`config.mk`:
```
export PLATFORM = sky130hd
export DESIGN_NAME = periodic_timer_module
export DESIGN_NICKNAME = d
export VERILOG_FILES = /design/src/ptm_pkg.sv /design/src/pin_sync.sv /design/src/tick_select.sv /design/src/periodic_timer_module.sv
export SDC_FILE = /design/constraint.sdc
export NUM_CORES = 1
export LEC_CHECK = 0
export BUFFER_PORTS_ARGS = -buffer_cell sky130_fd_sc_hd__buf_2
export CAP_MARGIN = 10
export CORE_ASPECT_RATIO = 0.75
export CORE_MARGIN = 2
export CORE_UTILIZATION = 66
export CTS_CLUSTER_DIAMETER = 200
export DETAILED_ROUTE_END_ITERATION = 16
export HOLD_SLACK_MARGIN = 0.05
export PLACE_DENSITY = 0.86
export SLEW_MARGIN = 5
export SYNTH_ARGS = -nofsm -noshare
export SYNTH_HDL_FRONTEND = slang
export SYNTH_HIERARCHICAL = 1
export SYNTH_SLANG_ARGS = --single-unit
```
`constraint.sdc`:
```
create_clock -name CLK_SYS -period 4.4 [get_ports CLK_SYS]
set_input_delay 0.22 -clock CLK_SYS [delete_from_list [all_inputs] [get_ports CLK_SYS]]
set_output_delay 0.22 -clock CLK_SYS [all_outputs]
set_load 0.005 [all_outputs]
```
`src/ptm_pkg.sv`:
```
// shared constants for the 10-bit periodic timer: register map, fields, codes
// assumes an 8-bit register port and one 100 MHz system clock
package ptm_pkg;
  localparam int ADDR_W = 4;
  localparam int DATA_W = 8;
  localparam int CNT_W  = 10;
  localparam int PRE_W  = 8;

  // register indices on the byte-wide port
  localparam logic [ADDR_W-1:0] REG_CTRL0  = 4'h0;
  localparam logic [ADDR_W-1:0] REG_CTRL1  = 4'h1;
  localparam logic [ADDR_W-1:0] REG_CNT_LO = 4'h2;
  localparam logic [ADDR_W-1:0] REG_CNT_HI = 4'h3;
  localparam logic [ADDR_W-1:0] REG_CMPA_LO = 4'h4;
  localparam logic [ADDR_W-1:0] REG_CMPA_HI = 4'h5;
  localparam logic [ADDR_W-1:0] REG_PER_LO = 4'h6;
  localparam logic [ADDR_W-1:0] REG_PER_HI = 4'h7;
  localparam logic [ADDR_W-1:0] REG_STATUS = 4'h8;

  // control 0 fields
  localparam int PAUSE_BIT = 7;
  localparam int CKSEL_HI  = 6;
  localparam int CKSEL_LO  = 4;
  localparam int ON_BIT    = 3;
  // control 1 fields
  localparam int MODE_HI    = 7;
  localparam int MODE_LO    = 6;
  localparam int FUNC_HI    = 5;
  localparam int FUNC_LO    = 4;
  localparam int OLC_BIT    = 3;
  localparam int INV_BIT    = 2;
  localparam int CAPSRC_BIT = 1;
  localparam int CLRSEL_BIT = 0;
  // status fields, write one to clear
  localparam int FLAG_A_BIT = 0;
  localparam int FLAG_P_BIT = 1;
  localparam int HI_W       = 2;

  localparam logic [DATA_W-1:0] CTRL_RST = 8'h00;
  localparam logic [CNT_W-1:0]  CNT_ZERO = 10'h000;
  localparam logic [CNT_W:0]    PER_FULL = 11'h400;

  typedef enum logic [1:0] {
    MODE_CMP = 2'b00,
    MODE_CAP = 2'b01,
    MODE_PWM = 2'b10,
    MODE_TMR = 2'b11
  } mode_t;

  // output function codes, meaning depends on mode
  localparam logic [1:0] OF_NONE   = 2'b00;
  localparam logic [1:0] OF_LOW    = 2'b01;
  localparam logic [1:0] OF_HIGH   = 2'b10;
  localparam logic [1:0] OF_TOGGLE = 2'b11;
  localparam logic [1:0] OF_INACT  = 2'b00;
  localparam logic [1:0] OF_ACT    = 2'b01;
  localparam logic [1:0] OF_PWM    = 2'b10;
  localparam logic [1:0] OF_SPULSE = 2'b11;
  localparam logic [1:0] OF_RISE   = 2'b00;
  localparam logic [1:0] OF_FALL   = 2'b01;
  localparam logic [1:0] OF_BOTH   = 2'b10;
  localparam logic [1:0] OF_NOCAP  = 2'b11;

  typedef enum logic [2:0] {
    CK_SYS4     = 3'b000,
    CK_SYS      = 3'b001,
    CK_H16      = 3'b010,
    CK_H64      = 3'b011,
    CK_TBC      = 3'b100,
    CK_H        = 3'b101,
    CK_PIN_RISE = 3'b110,
    CK_PIN_FALL = 3'b111
  } cksel_t;

  // prescaler masks: tick when all masked bits are one
  localparam logic [PRE_W-1:0] MASK_4   = 8'h03;
  localparam logic [PRE_W-1:0] MASK_16  = 8'h0f;
  localparam logic [PRE_W-1:0] MASK_64  = 8'h3f;
  localparam logic [PRE_W-1:0] MASK_TBC = 8'hff;
endpackage

```
`src/pin_sync.sv`:
```
// two-flop synchroniser for one pin, with edge pulses taken after it
// assumes the pin is asynchronous to clk
`timescale 1ns/1ps
module pin_sync (
  input  wire logic clk,
  input  wire logic rst_n,
  input  wire logic pin_in,
  output logic      rise,
  output logic      fall
);
  logic meta_ff;
  logic sync_ff;
  logic prev_ff;

  always_ff @(posedge clk or negedge rst_n) begin
    if (!rst_n) begin
      meta_ff <= 1'b0;
      sync_ff <= 1'b0;
      prev_ff <= 1'b0;
    end else begin
      meta_ff <= pin_in;
      sync_ff <= meta_ff;
      prev_ff <= sync_ff;
    end
  end

  assign rise = sync_ff & ~prev_ff;
  assign fall = ~sync_ff & prev_ff;
endmodule

```
`src/tick_select.sv`:
```
// counter clock source: prescaled system clock or a synchronised pin edge
// assumes the high clock equals the system clock; output is a one-cycle enable
`timescale 1ns/1ps
module tick_select (
  input  wire logic         clk,
  input  wire logic         rst_n,
  input  wire ptm_pkg::cksel_t sel,
  input  wire logic         pin_rise,
  input  wire logic         pin_fall,
  output logic              tick
);
  import ptm_pkg::*;
  logic [PRE_W-1:0] pre_ff;
  logic             nxt_tick;

  function automatic logic full(input logic [PRE_W-1:0] v, input logic [PRE_W-1:0] m);
    return (v & m) == m;
  endfunction

  always_ff @(posedge clk or negedge rst_n) begin
    if (!rst_n) begin
      pre_ff <= '0;
    end else begin
      pre_ff <= pre_ff + 8'h01;
    end
  end

  always_comb begin
    unique case (sel)
      CK_SYS4:     nxt_tick = full(pre_ff, MASK_4);
      CK_SYS:      nxt_tick = 1'b1;
      CK_H16:      nxt_tick = full(pre_ff, MASK_16);
      CK_H64:      nxt_tick = full(pre_ff, MASK_64);
      CK_TBC:      nxt_tick = full(pre_ff, MASK_TBC);
      CK_H:        nxt_tick = 1'b1;
      CK_PIN_RISE: nxt_tick = pin_rise;
      CK_PIN_FALL: nxt_tick = pin_fall;
    endcase
  end

  always_ff @(posedge clk or negedge rst_n) begin
    if (!rst_n) begin
      tick <= 1'b0;
    end else begin
      tick <= nxt_tick;
    end
  end
endmodule

```
`src/periodic_timer_module.sv`:
```
// 10-bit periodic timer: compare output, timer, pwm, single pulse, capture
// assumes one 100 MHz clock and an 8-bit register port, read data one cycle late
//
// Operation
// - mode 00: compare output, two clear sources
// - clear-select low: P match clears, both flags
// - clear-select high: A match clears, no P flag
// - compare A zero: wrap at 3FF, no A flag
// - compare mode: A match moves pin, P match does not
// - A match: high, low, toggle, or hold
// - counter-on rise loads initial output level
// - mode 11: as compare, pin not driven
// - pwm: period clears counter, A sets duty
// - period 1..1023 clocks, zero means 1024
// - duty at or above period: always active
// - pwm raises A and P flags
// - pwm: level, function and invert bits
// - pwm counting continues while pin forced
// - single pulse starts on counter-on rise
// - A match ends pulse, clears counter-on
// - single pulse: clear only on start
// - capture: source bit and edge select
// - active edge copies counter into A
// - capture: free run, P match clears
// - capture function 11 blocks all captures
// - compare function: none, low, high, toggle
// - counter-on rise zeroes, fall holds count
// - capture edges: rise, fall, both
// - pwm function: inactive, active, pwm, pulse
//
// Implementation choices: the address map and strobed register access.
`timescale 1ns/1ps
module periodic_timer_module (
  input  wire logic                       CLK_SYS,
  input  wire logic                       RESET_N,
  input  wire logic [ptm_pkg::ADDR_W-1:0] BUS_ADDR,
  input  wire logic [ptm_pkg::DATA_W-1:0] BUS_WDATA,
  input  wire logic                       BUS_WR,
  input  wire logic                       BUS_RD,
  output logic      [ptm_pkg::DATA_W-1:0] BUS_RDATA,
  input  wire logic                       TIMER_CLOCK_PIN,
  input  wire logic                       CAPTURE_INPUT_PIN,
  output logic                            TIMER_OUT,
  output logic                            TIMER_OUT_EN,
  output logic                            MATCH_A_FLAG,
  output logic                            MATCH_P_FLAG
);
  import ptm_pkg::*;

  logic [DATA_W-1:0] ctrl0_ff;
  logic [DATA_W-1:0] ctrl1_ff;
  logic              on_ff;
  logic              on_prev_ff;
  logic [CNT_W-1:0]  cnt_ff;
  logic [CNT_W-1:0]  cmpa_ff;
  logic [CNT_W-1:0]  period_ff;
  logic              lvl_ff;
  logic              nxt_on;
  logic              nxt_lvl;
  logic              nxt_out;
  logic              nxt_drive;
  logic [DATA_W-1:0] nxt_rdata;

  mode_t             mode;
  cksel_t            cksel;
  logic [1:0]        func;
  logic              olc;
  logic              inv;
  logic              pause;
  logic              tick;
  logic              ck_rise;
  logic              ck_fall;
  logic              cap_rise;
  logic              cap_fall;
  logic              on_rise;
  logic              run;
  logic              sp;
  logic              sp_trig;
  logic              cap_evt;
  logic              src_rise;
  logic              src_fall;
  logic [CNT_W:0]    cnt_inc;
  logic [CNT_W:0]    period_len;
  logic              a_hit;
  logic              p_hit;
  logic              a_evt;
  logic              p_evt;
  logic              clr;
  logic              duty_act;

  function automatic logic hit(input logic [ADDR_W-1:0] a, input logic [ADDR_W-1:0] idx);
    return a == idx;
  endfunction

  pin_sync u_ck_sync (
    .clk    (CLK_SYS),
    .rst_n  (RESET_N),
    .pin_in (TIMER_CLOCK_PIN),
    .rise   (ck_rise),
    .fall   (ck_fall)
  );

  pin_sync u_cap_sync (
    .clk    (CLK_SYS),
    .rst_n  (RESET_N),
    .pin_in (CAPTURE_INPUT_PIN),
    .rise   (cap_rise),
    .fall   (cap_fall)
  );

  assign mode  = mode_t'(ctrl1_ff[MODE_HI:MODE_LO]);
  assign func  = ctrl1_ff[FUNC_HI:FUNC_LO];
  assign olc   = ctrl1_ff[OLC_BIT];
  assign inv   = ctrl1_ff[INV_BIT];
  assign pause = ctrl0_ff[PAUSE_BIT];
  assign cksel = cksel_t'(ctrl0_ff[CKSEL_HI:CKSEL_LO]);

  tick_select u_tick (
    .clk      (CLK_SYS),
    .rst_n    (RESET_N),
    .sel      (cksel),
    .pin_rise (ck_rise),
    .pin_fall (ck_fall),
    .tick     (tick)
  );

  // control registers; counter-on lives apart since hardware also moves it
  always_ff @(posedge CLK_SYS or negedge RESET_N) begin
    if (!RESET_N) begin
      ctrl0_ff <= CTRL_RST;
      ctrl1_ff <= CTRL_RST;
    end else begin
      if (BUS_WR && hit(BUS_ADDR, REG_CTRL0)) begin
        ctrl0_ff <= BUS_WDATA;
      end
      if (BUS_WR && hit(BUS_ADDR, REG_CTRL1)) begin
        ctrl1_ff <= BUS_WDATA;
      end
    end
  end

  always_ff @(posedge CLK_SYS or negedge RESET_N) begin
    if (!RESET_N) begin
      period_ff <= CNT_ZERO;
    end else begin
      if (BUS_WR && hit(BUS_ADDR, REG_PER_LO)) begin
        period_ff[DATA_W-1:0] <= BUS_WDATA;
      end
      if (BUS_WR && hit(BUS_ADDR, REG_PER_HI)) begin
        period_ff[CNT_W-1:DATA_W] <= BUS_WDATA[HI_W-1:0];
      end
    end
  end

  assign sp = (mode == MODE_PWM) && (func == OF_SPULSE);
  // pin edge follows the chosen pin clock edge, rising otherwise
  assign sp_trig = (cksel == CK_PIN_FALL) ? ck_fall : ck_rise;

  always_comb begin
    nxt_on = on_ff;
    if (BUS_WR && hit(BUS_ADDR, REG_CTRL0)) begin
      nxt_on = BUS_WDATA[ON_BIT];
    end
    if (sp && a_evt) begin
      nxt_on = 1'b0;
    end else if (sp && !on_ff && sp_trig) begin
      nxt_on = 1'b1;
    end
  end

  always_ff @(posedge CLK_SYS or negedge RESET_N) begin
    if (!RESET_N) begin
      on_ff      <= 1'b0;
      on_prev_ff <= 1'b0;
    end else begin
      on_ff      <= nxt_on;
      on_prev_ff <= on_ff;
    end
  end

  assign on_rise = on_ff && !on_prev_ff;
  // the restart cycle only zeroes the count, no tick is taken in it
  assign run = on_ff && !pause && tick && !on_rise;

  assign cnt_inc    = {1'b0, cnt_ff} + 11'h001;
  assign period_len = (period_ff == CNT_ZERO) ? PER_FULL : {1'b0, period_ff};
  assign a_hit      = run && (cmpa_ff != CNT_ZERO) && (cnt_inc == {1'b0, cmpa_ff});
  assign p_hit      = run && (cnt_inc == period_len);

  always_comb begin
    clr   = 1'b0;
    a_evt = 1'b0;
    p_evt = 1'b0;
    unique case (mode)
      MODE_CMP, MODE_TMR: begin
        a_evt = a_hit;
        if (ctrl1_ff[CLRSEL_BIT]) begin
          clr = a_hit;
        end else begin
          clr   = p_hit;
          p_evt = p_hit;
        end
      end
      MODE_PWM: begin
        a_evt = a_hit;
        p_evt = p_hit && !sp;
        clr   = p_hit && !sp;
      end
      MODE_CAP: begin
        p_evt = p_hit;
        clr   = p_hit;
      end
    endcase
  end

  always_ff @(posedge CLK_SYS or negedge RESET_N) begin
    if (!RESET_N) begin
      cnt_ff <= CNT_ZERO;
    end else if (on_rise) begin
      cnt_ff <= CNT_ZERO;
    end else if (run) begin
      cnt_ff <= clr ? CNT_ZERO : cnt_inc[CNT_W-1:0];
    end
  end

  assign src_rise = ctrl1_ff[CAPSRC_BIT] ? ck_rise : cap_rise;
  assign src_fall = ctrl1_ff[CAPSRC_BIT] ? ck_fall : cap_fall;

  always_comb begin
    cap_evt = 1'b0;
    if (mode == MODE_CAP) begin
      unique case (func)
        OF_RISE:  cap_evt = src_rise;
        OF_FALL:  cap_evt = src_fall;
        OF_BOTH:  cap_evt = src_rise || src_fall;
        OF_NOCAP: cap_evt = 1'b0;
      endcase
    end
  end

  // a capture wins over a software write in the same cycle
  always_ff @(posedge CLK_SYS or negedge RESET_N) begin
    if (!RESET_N) begin
      cmpa_ff <= CNT_ZERO;
    end else if (cap_evt) begin
      cmpa_ff <= cnt_ff;
    end else begin
      if (BUS_WR && hit(BUS_ADDR, REG_CMPA_LO)) begin
        cmpa_ff[DATA_W-1:0] <= BUS_WDATA;
      end
      if (BUS_WR && hit(BUS_ADDR, REG_CMPA_HI)) begin
        cmpa_ff[CNT_W-1:DATA_W] <= BUS_WDATA[HI_W-1:0];
      end
    end
  end

  // flags: a hardware set beats a clear written in the same cycle
  always_ff @(posedge CLK_SYS or negedge RESET_N) begin
    if (!RESET_N) begin
      MATCH_A_FLAG <= 1'b0;
    end else if (a_evt || cap_evt) begin
      MATCH_A_FLAG <= 1'b1;
    end else if (BUS_WR && hit(BUS_ADDR, REG_STATUS) && BUS_WDATA[FLAG_A_BIT]) begin
      MATCH_A_FLAG <= 1'b0;
    end
  end

  always_ff @(posedge CLK_SYS or negedge RESET_N) begin
    if (!RESET_N) begin
      MATCH_P_FLAG <= 1'b0;
    end else if (p_evt) begin
      MATCH_P_FLAG <= 1'b1;
    end else if (BUS_WR && hit(BUS_ADDR, REG_STATUS) && BUS_WDATA[FLAG_P_BIT]) begin
      MATCH_P_FLAG <= 1'b0;
    end
  end

  assign duty_act = ({1'b0, cmpa_ff} >= period_len) || (cnt_ff < cmpa_ff);

  // lvl is the pin level before the invert bit
  always_comb begin
    nxt_lvl   = lvl_ff;
    nxt_drive = 1'b0;
    unique case (mode)
      MODE_CMP: begin
        nxt_drive = 1'b1;
        if (on_rise) begin
          nxt_lvl = olc;
        end else if (a_evt) begin
          unique case (func)
            OF_NONE:   nxt_lvl = lvl_ff;
            OF_LOW:    nxt_lvl = 1'b0;
            OF_HIGH:   nxt_lvl = 1'b1;
            OF_TOGGLE: nxt_lvl = !lvl_ff;
          endcase
        end
      end
      MODE_PWM: begin
        nxt_drive = 1'b1;
        unique case (func)
          OF_INACT:  nxt_lvl = !olc;
          OF_ACT:    nxt_lvl = olc;
          OF_PWM:    nxt_lvl = (on_ff && duty_act) ? olc : !olc;
          OF_SPULSE: nxt_lvl = nxt_on ? olc : !olc;
        endcase
      end
      MODE_CAP, MODE_TMR: begin
        nxt_drive = 1'b0;
      end
    endcase
  end

  assign nxt_out = nxt_drive ? (nxt_lvl ^ inv) : 1'b0;

  always_ff @(posedge CLK_SYS or negedge RESET_N) begin
    if (!RESET_N) begin
      lvl_ff       <= 1'b0;
      TIMER_OUT    <= 1'b0;
      TIMER_OUT_EN <= 1'b0;
    end else begin
      lvl_ff       <= nxt_lvl;
      TIMER_OUT    <= nxt_out;
      TIMER_OUT_EN <= nxt_drive;
    end
  end

  always_comb begin
    nxt_rdata = '0;
    unique case (BUS_ADDR)
      REG_CTRL0:   nxt_rdata = {ctrl0_ff[PAUSE_BIT:CKSEL_LO], on_ff, 3'h0};
      REG_CTRL1:   nxt_rdata = ctrl1_ff;
      REG_CNT_LO:  nxt_rdata = cnt_ff[DATA_W-1:0];
      REG_CNT_HI:  nxt_rdata = {6'h00, cnt_ff[CNT_W-1:DATA_W]};
      REG_CMPA_LO: nxt_rdata = cmpa_ff[DATA_W-1:0];
      REG_CMPA_HI: nxt_rdata = {6'h00, cmpa_ff[CNT_W-1:DATA_W]};
      REG_PER_LO:  nxt_rdata = period_ff[DATA_W-1:0];
      REG_PER_HI:  nxt_rdata = {6'h00, period_ff[CNT_W-1:DATA_W]};
      REG_STATUS:  nxt_rdata = {6'h00, MATCH_P_FLAG, MATCH_A_FLAG};
      default:     nxt_rdata = '0;
    endcase
  end

  // read data stand only in the cycle after the strobe
  always_ff @(posedge CLK_SYS or negedge RESET_N) begin
    if (!RESET_N) begin
      BUS_RDATA <= '0;
    end else begin
      BUS_RDATA <= BUS_RD ? nxt_rdata : '0;
    end
  end
endmodule

```
-- Word level (Yosys, flattened, before mapping)
Index checks and enable logic that the tools add are counted.
Widths: inputs -> output; s select.
- word-level logic and storage cells: 147
- bits of input ports: 18
- bits in registers: 76
- multiplexer cells: 36
- bitwise logic cells: 9
- reductions and logical operators: 48
- $lt $le $gt $ge: 2
- equal/unequal tests: 27
- add/subtract/negate cells: 2
- operators by type and width (cell ; count):
    $pmux 8 s9 ; 1
    $mux 10 ; 4
    $logic_and 1x1->1 ; 22
    $mux 1 ; 19
    $eq 4x3->1 const B ; 4
    $mux 8 ; 2
    $eq 3x3->1 const B ; 4
    $pmux 1 s4 ; 3
    $add 10x1->11 const B ; 1
    $eq 11x10->1 ; 1
    $eq 11x11->1 ; 1
    $ge 10x11->1 ; 1
    $mux 11 ; 1
    $eq 2x2->1 const B ; 5
    $logic_not 10->1 ; 1
    $lt 10x10->1 ; 1
    $reduce_bool 10->1 ; 1
    $reduce_bool 2->1 ; 5
    $add 8x1->8 const B ; 1
    $eq 4x2->1 const B ; 2
    $eq 4x4->1 const B ; 2
    $eq 8x8->1 const B ; 1
    $reduce_or 2->1 ; 4
    $logic_not 1->1 ; 7
    other kinds (17) ; 30

-- Depth between registers and ports, before layout
- depth in word-level cells: 14
- depth in mapped cells: 11

-- Cells and area by module
Netlist, hierarchy kept.
- modules (own cells, without submodules) (module ; cells an instance ; times used ; sequential area each (um2) ; area each (um2)):
    periodic_timer_module ; 459 ; 1 ; 1426.4 ; 4191.5
    tick_select ; 32 ; 1 ; 225.2 ; 405.4
    pin_sync ; 5 ; 2 ; 75.1 ; 90.1

-- Worst setup path before layout
No wires, ideal clock.
- path type: register to register
- start point: register cnt_ff[1]
- end point: register TIMER_OUT
- setup slack: 1841 ps
- period minus slack after synthesis: 2559 ps
- stages on the path, launching flop included: 10
- data arrival time: 2436 ps
- cells stage by stage: dfrtp_1 ha_1 nand2_2 or3_1 and3_4 nor4_4 nand3_2 mux2_4 a41o_1 mux2i_1
- longest elaborated chain between the ends: 11
- elaborated cells on any way between the ends: 17
- ends and longest elaborated chain (what ; line ; RTL):
    start: declaration ; periodic_timer_module.sv:54 ; logic [CNT_W-1:0] cnt_ff;
    start signal: assignment ; periodic_timer_module.sv:222 ; cnt_ff <= clr ? CNT_ZERO : cnt_inc[CNT_W-1:0];
    $add 10x1->11 ; periodic_timer_module.sv:185 ; assign cnt_inc = {1'b0, cnt_ff} + 11'h001;
    $eq 11x10->1 ; periodic_timer_module.sv:187 ; assign a_hit = run && (cmpa_ff != CNT_ZERO) && (cnt_inc == {1'b0, cmpa_ff});
    $logic_and 1x1->1 ; periodic_timer_module.sv:187 ;
    $mux 1 ; periodic_timer_module.sv:194 ; unique case (mode)
    $logic_and 1x1->1 ; periodic_timer_module.sv:164 ; if (sp && a_evt) begin
    $mux 1 ; periodic_timer_module.sv:164 ;
    $mux 1 ; periodic_timer_module.sv:304 ; OF_SPULSE: nxt_lvl = nxt_on ? olc : !olc;
    $pmux 1 s4 ; periodic_timer_module.sv:300 ; unique case (func)
    $pmux 1 s2 * ; periodic_timer_module.sv:284 ; unique case (mode)
    net nxt_lvl ; periodic_timer_module.sv:59 ; logic nxt_lvl;
    $xor 1x1->1 * ; periodic_timer_module.sv:313 ; assign nxt_out = nxt_drive ? (nxt_lvl ^ inv) : 1'b0;
    $mux 1 * ; periodic_timer_module.sv:313 ;
    net nxt_out ; periodic_timer_module.sv:60 ; logic nxt_out;
    end signal: assignment ; periodic_timer_module.sv:322 ; TIMER_OUT <= nxt_out;
    end: declaration ; periodic_timer_module.sv:43 ; output logic TIMER_OUT,
Mark *: on every way through the listed nets, which the timed path passes. The rest lies on a longest branch.
A chain may end at the register's enable or synchronous reset.

-- Worst setup path after layout
- start point: register cnt_ff[3]
- end point: register cnt_ff[2]
- longest elaborated chain between the ends: 8
- elaborated cells on any way between the ends: 11
- ends and longest elaborated chain (what ; line ; RTL):
    $add 10x1->11 * ; periodic_timer_module.sv:185 ;
    $eq 11x11->1 or $eq 11x10->1 (tied branches) ; periodic_timer_module.sv:188, periodic_timer_module.sv:187 ;
    $logic_and 1x1->1, on equally long branches ; periodic_timer_module.sv:188, periodic_timer_module.sv:187 ;
    $mux 1 or $logic_and 1x1->1 (tied branches) ; periodic_timer_module.sv:197, periodic_timer_module.sv:207 ;
    $pmux 1 s3 * ; periodic_timer_module.sv:194 ;
    $mux 10 * ; periodic_timer_module.sv:222 ;
    $mux 10 * ; periodic_timer_module.sv:221 ; end else if (run) begin
    $mux 10 * ; periodic_timer_module.sv:219 ; end else if (on_rise) begin
Every way passes the cells marked *; elsewhere a longest branch is shown, timed or not. The select of a mux whose other input is x is not followed.

==> impl_metrics.json <==
{
  "gr-total-overflow": 0,
  "grt_pass1_vias": 4021,
  "synth.area.top_cells": "dfrtp_1 (38%), ha_1 (6.8%), mux2_2 (4.5%), mux2i_1 (3.4%), o21ai_0 (3.0%)",
  "slowest_stage": "dfrtp_1",
  "gp_congestion": 0.9896,
  "cp-start-kind": "flop",
  "pre_cts_slack_ns": 0.7821,
  "pin_count": 30,
  "crit_type": "reg2reg",
  "yosys_warnings": 6,
  "r2r_cells": 8,
  "postLayoutCellArea_mm2": 0.005194,
  "crit_end": "cnt_ff[2]",
  "synth_seq_cells": 72,
  "async_reset_ff_share_pct": 100.0,
  "syn_area_per_cell_um2": 9.535,
  "synth_edf_count": 0,
  "ant_nets": 0,
  "grtUsageTotal_pct": 35.88,
  "hold_class": "in2reg",
  "rows": 26,
  "maxCapViolations": 0,
  "syn-cell-area_mm2": 0.004777,
  "coreArea_mm2": 0.006897,
  "die_w_um": 102.2,
  "avgRoutedWirePerCell_um": 21.57,
  "endpoint_kind": "flop",
  "antenna_found_initial": 0,
  "synth_nets": 545,
  "postRouteWirelength_um": 13440,
  "drive_gt1_share_pct": 16.38,
  "grt_pass1_wl_um": 21500,
  "fin_ws_ns": 0.6057,
  "first_pass_iters": 7,
  "cp.arrival_ns": 4.01,
  "final_cell_mix": "dfrtp_1 (72), nand2_1 (37), nor2_1 (34)",
  "worst-path-buf-inv": 0,
  "clock_sinks": 72,
  "post-route-drc-count": 0,
  "cts_root_buf": "clkbuf_8",
  "fin_setup_tns_ns": 0,
  "grt_max_degree": 52,
  "maxSlewHeadroom_pct": 39.44,
  "timing.rr.end": "cnt_ff[2]",
  "fin_nets": 564,
  "vias_per_cell": 6.767,
  "cts_buffers": 9,
  "yosys.area.top_type": "dfrtp_1",
  "ys_types": 73,
  "ctsLongestPathBuffers": 2,
  "p_per_area_mw_per_mm2": 478.5,
  "period_share_pct": 86.23,
  "area_delta_synth_final_pct": 8.722,
  "rsz0062_at_grt": "false",
  "synth_top_area_share_pct": 37.72,
  "worstSkewPairLatency_ns": 0.36,
  "clkTransAtPathRegs_ns": 0.08,
  "ir_drop_v": 0.0002860,
  "cts_tree": "yes",
  "maxSlewViolCount": 0,
  "dieArea_mm2": 0.007942,
  "crit_start": "cnt_ff[3]",
  "drt_iter0_markers": 623,
  "fmax_mhz": 263.6,
  "final_common_cell": "dfrtp_1",
  "critical_path_required_ns": 4.62,
  "initial_utilization_pct": 69.27,
  "run_status": "completed",
  "rr_startpoint": "cnt_ff[3]",
  "synth_ff_type": "dfrtp_1",
  "htreeDepth": 3,
  "crit_cells": 8,
  "ff2ff_setup_slack_ns": 0.61,
  "fill_cells": 511,
  "slowest_delay_ns": 0.68,
  "tightest_slew_ns": 0.9050,
  "die_h_um": 77.68,
  "dpl-instance-area_mm2": 0.004943,
  "setup_viol": 0,
  "dp_hpwl_um": 9609,
  "synthCells": 501,
  "skew_ns": 0.009884,
  "ctsResizeCount": 0,
  "final_hold_viol_count": 0,
  "crit_chain": "nand3_4, nor4_2, o221ai_1, a2111oi_0, nand4b_1, nand2_1, o21ai_0, o2bb2ai_1",
  "crit_fanout": 17,
  "cp_top_family": "simple AND/OR/NAND/NOR gates",
  "fin_crit_ns": 3.794,
  "leakage_nw": 2.360,
  "ys_seq_area_share_pct": 37.72,
  "n_antenna_cell": 0,
  "numPortBuffers": 29,
  "vias": 4216
}
-- stage by stage --
step                      total power [W]  hold WS, ns  instances  util [%]
after global routing             0.002612       0.1344        623     75.31
after detailed placement         0.001849       0.2026        604     71.68
after floorplan                  0.001555     -0.07559        501         -
after CTS                        0.002448       0.1035        623     75.31
after global placement           0.001806       0.1987        604     71.68
final                            0.002485       0.1234        623     75.31
-- cells in the mapped netlist (all sizes together), types with 10 or more instances --
library cell,n
dfrtp,72
nand2,38
nor2,35
inv,32
o21ai,31
ha,26
a21oi,23
mux2,20
clkbuf,17
mux2i,16
nand3,16
xnor2,15
nor2b,13
buf,10
nor4,10
-- flip-flops by register name, summed over array words and instances (netlist names) --
signal and flops:
u_cap_sync/prev_ff 1, TIMER_OUT 1, TIMER_OUT_EN 1, u_cap_sync/sync_ff 1
on_ff 1, u_tick/tick 1, lvl_ff 1, u_ck_sync/prev_ff 1
MATCH_A_FLAG 1, u_ck_sync/sync_ff 1, u_ck_sync/meta_ff 1, period_ff 10
u_cap_sync/meta_ff 1, ctrl1_ff 8, cnt_ff 10, on_prev_ff 1
u_tick/pre_ff 8, BUS_RDATA 8, ctrl0_ff 4, MATCH_P_FLAG 1
cmpa_ff 10
-- cell type report --
| class | instances | area, µm² | area share [%] |
|---|---|---|---|
| Clock inverter | 6 | 92.59 | 1.783 |
| Timing Repair Buffer | 35 | 197.7 | 3.806 |
| Sequential cell | 72 | 1802 | 34.69 |
| Clock buffer | 10 | 127.6 | 2.457 |
| Inverter | 32 | 120.1 | 2.313 |
| Multi-Input combinational cell | 370 | 2731 | 52.59 |
| Tap cell | 98 | 122.6 | 2.361 |
-- timing repair --
item	in CTS	in global routing
setup endpoints to repair	0	0
buffers inserted	0	0
hold endpoints to repair	23	0
hold buffers	3	0
-- worst reg2reg max path: stages, from the launching register on --
cell and delay [ns]:
dfrtp_1 0.68, nand3_4 0.29, nor4_2 0.48, o221ai_1 0.19, a2111oi_0 0.67, nand4b_1 0.43
nand2_1 0.56, o21ai_0 0.18, o2bb2ai_1 0.18
-- layer usage --
layer  up-vias  share of wire, %  GRT usage [%]  wire length, µm
met5         -                 0              0                0
met4         0               2.2          10.27              290
met3        46                12          9.189             1669
met2       288                45          53.16             6002
met1      2020                41          52.14             5476
li1       1862                 -              -                -
-- worst min-delay path by stage --
stage            startpoint                 to  slack, ns  cells past startpoint
6_report       BUS_WDATA[2]       period_ff[2]       0.12                      3
5_1_grt              BUS_RD       BUS_RDATA[0]       0.13                      2
4_1_cts              BUS_RD       BUS_RDATA[0]       0.10                      2
3_5_place_dp        RESET_N  u_ck_sync/meta_ff       0.20                      1
3_3_place_gp        RESET_N  u_ck_sync/meta_ff       0.20                      1
2_1_floorplan       RESET_N       BUS_RDATA[0]      -0.08                      0
-- cells by family after synthesis --
logic type | share of synthesized area [%]
AND/OR/NAND/NOR | 20.04
AO/OA/AOI/OAI | 16.74
flip-flops | 37.72
buffers and inverters | 5.108
multiplexers | 8.617
adder cells (fa/ha/maj) | 6.810
XOR/XNOR | 4.976
-- power breakdown --
group          leakage (nW)  switching, W  total (W)  internal (W)
Sequential            0.893      0.000253    0.00104      0.000792
Combinational          1.36      0.000453   0.000844      0.000391
Clock                 0.103      0.000274   0.000597      0.000322
Total                  2.36      0.000981    0.00249       0.00150
Note: power is estimated with default switching activity, not from simulation.
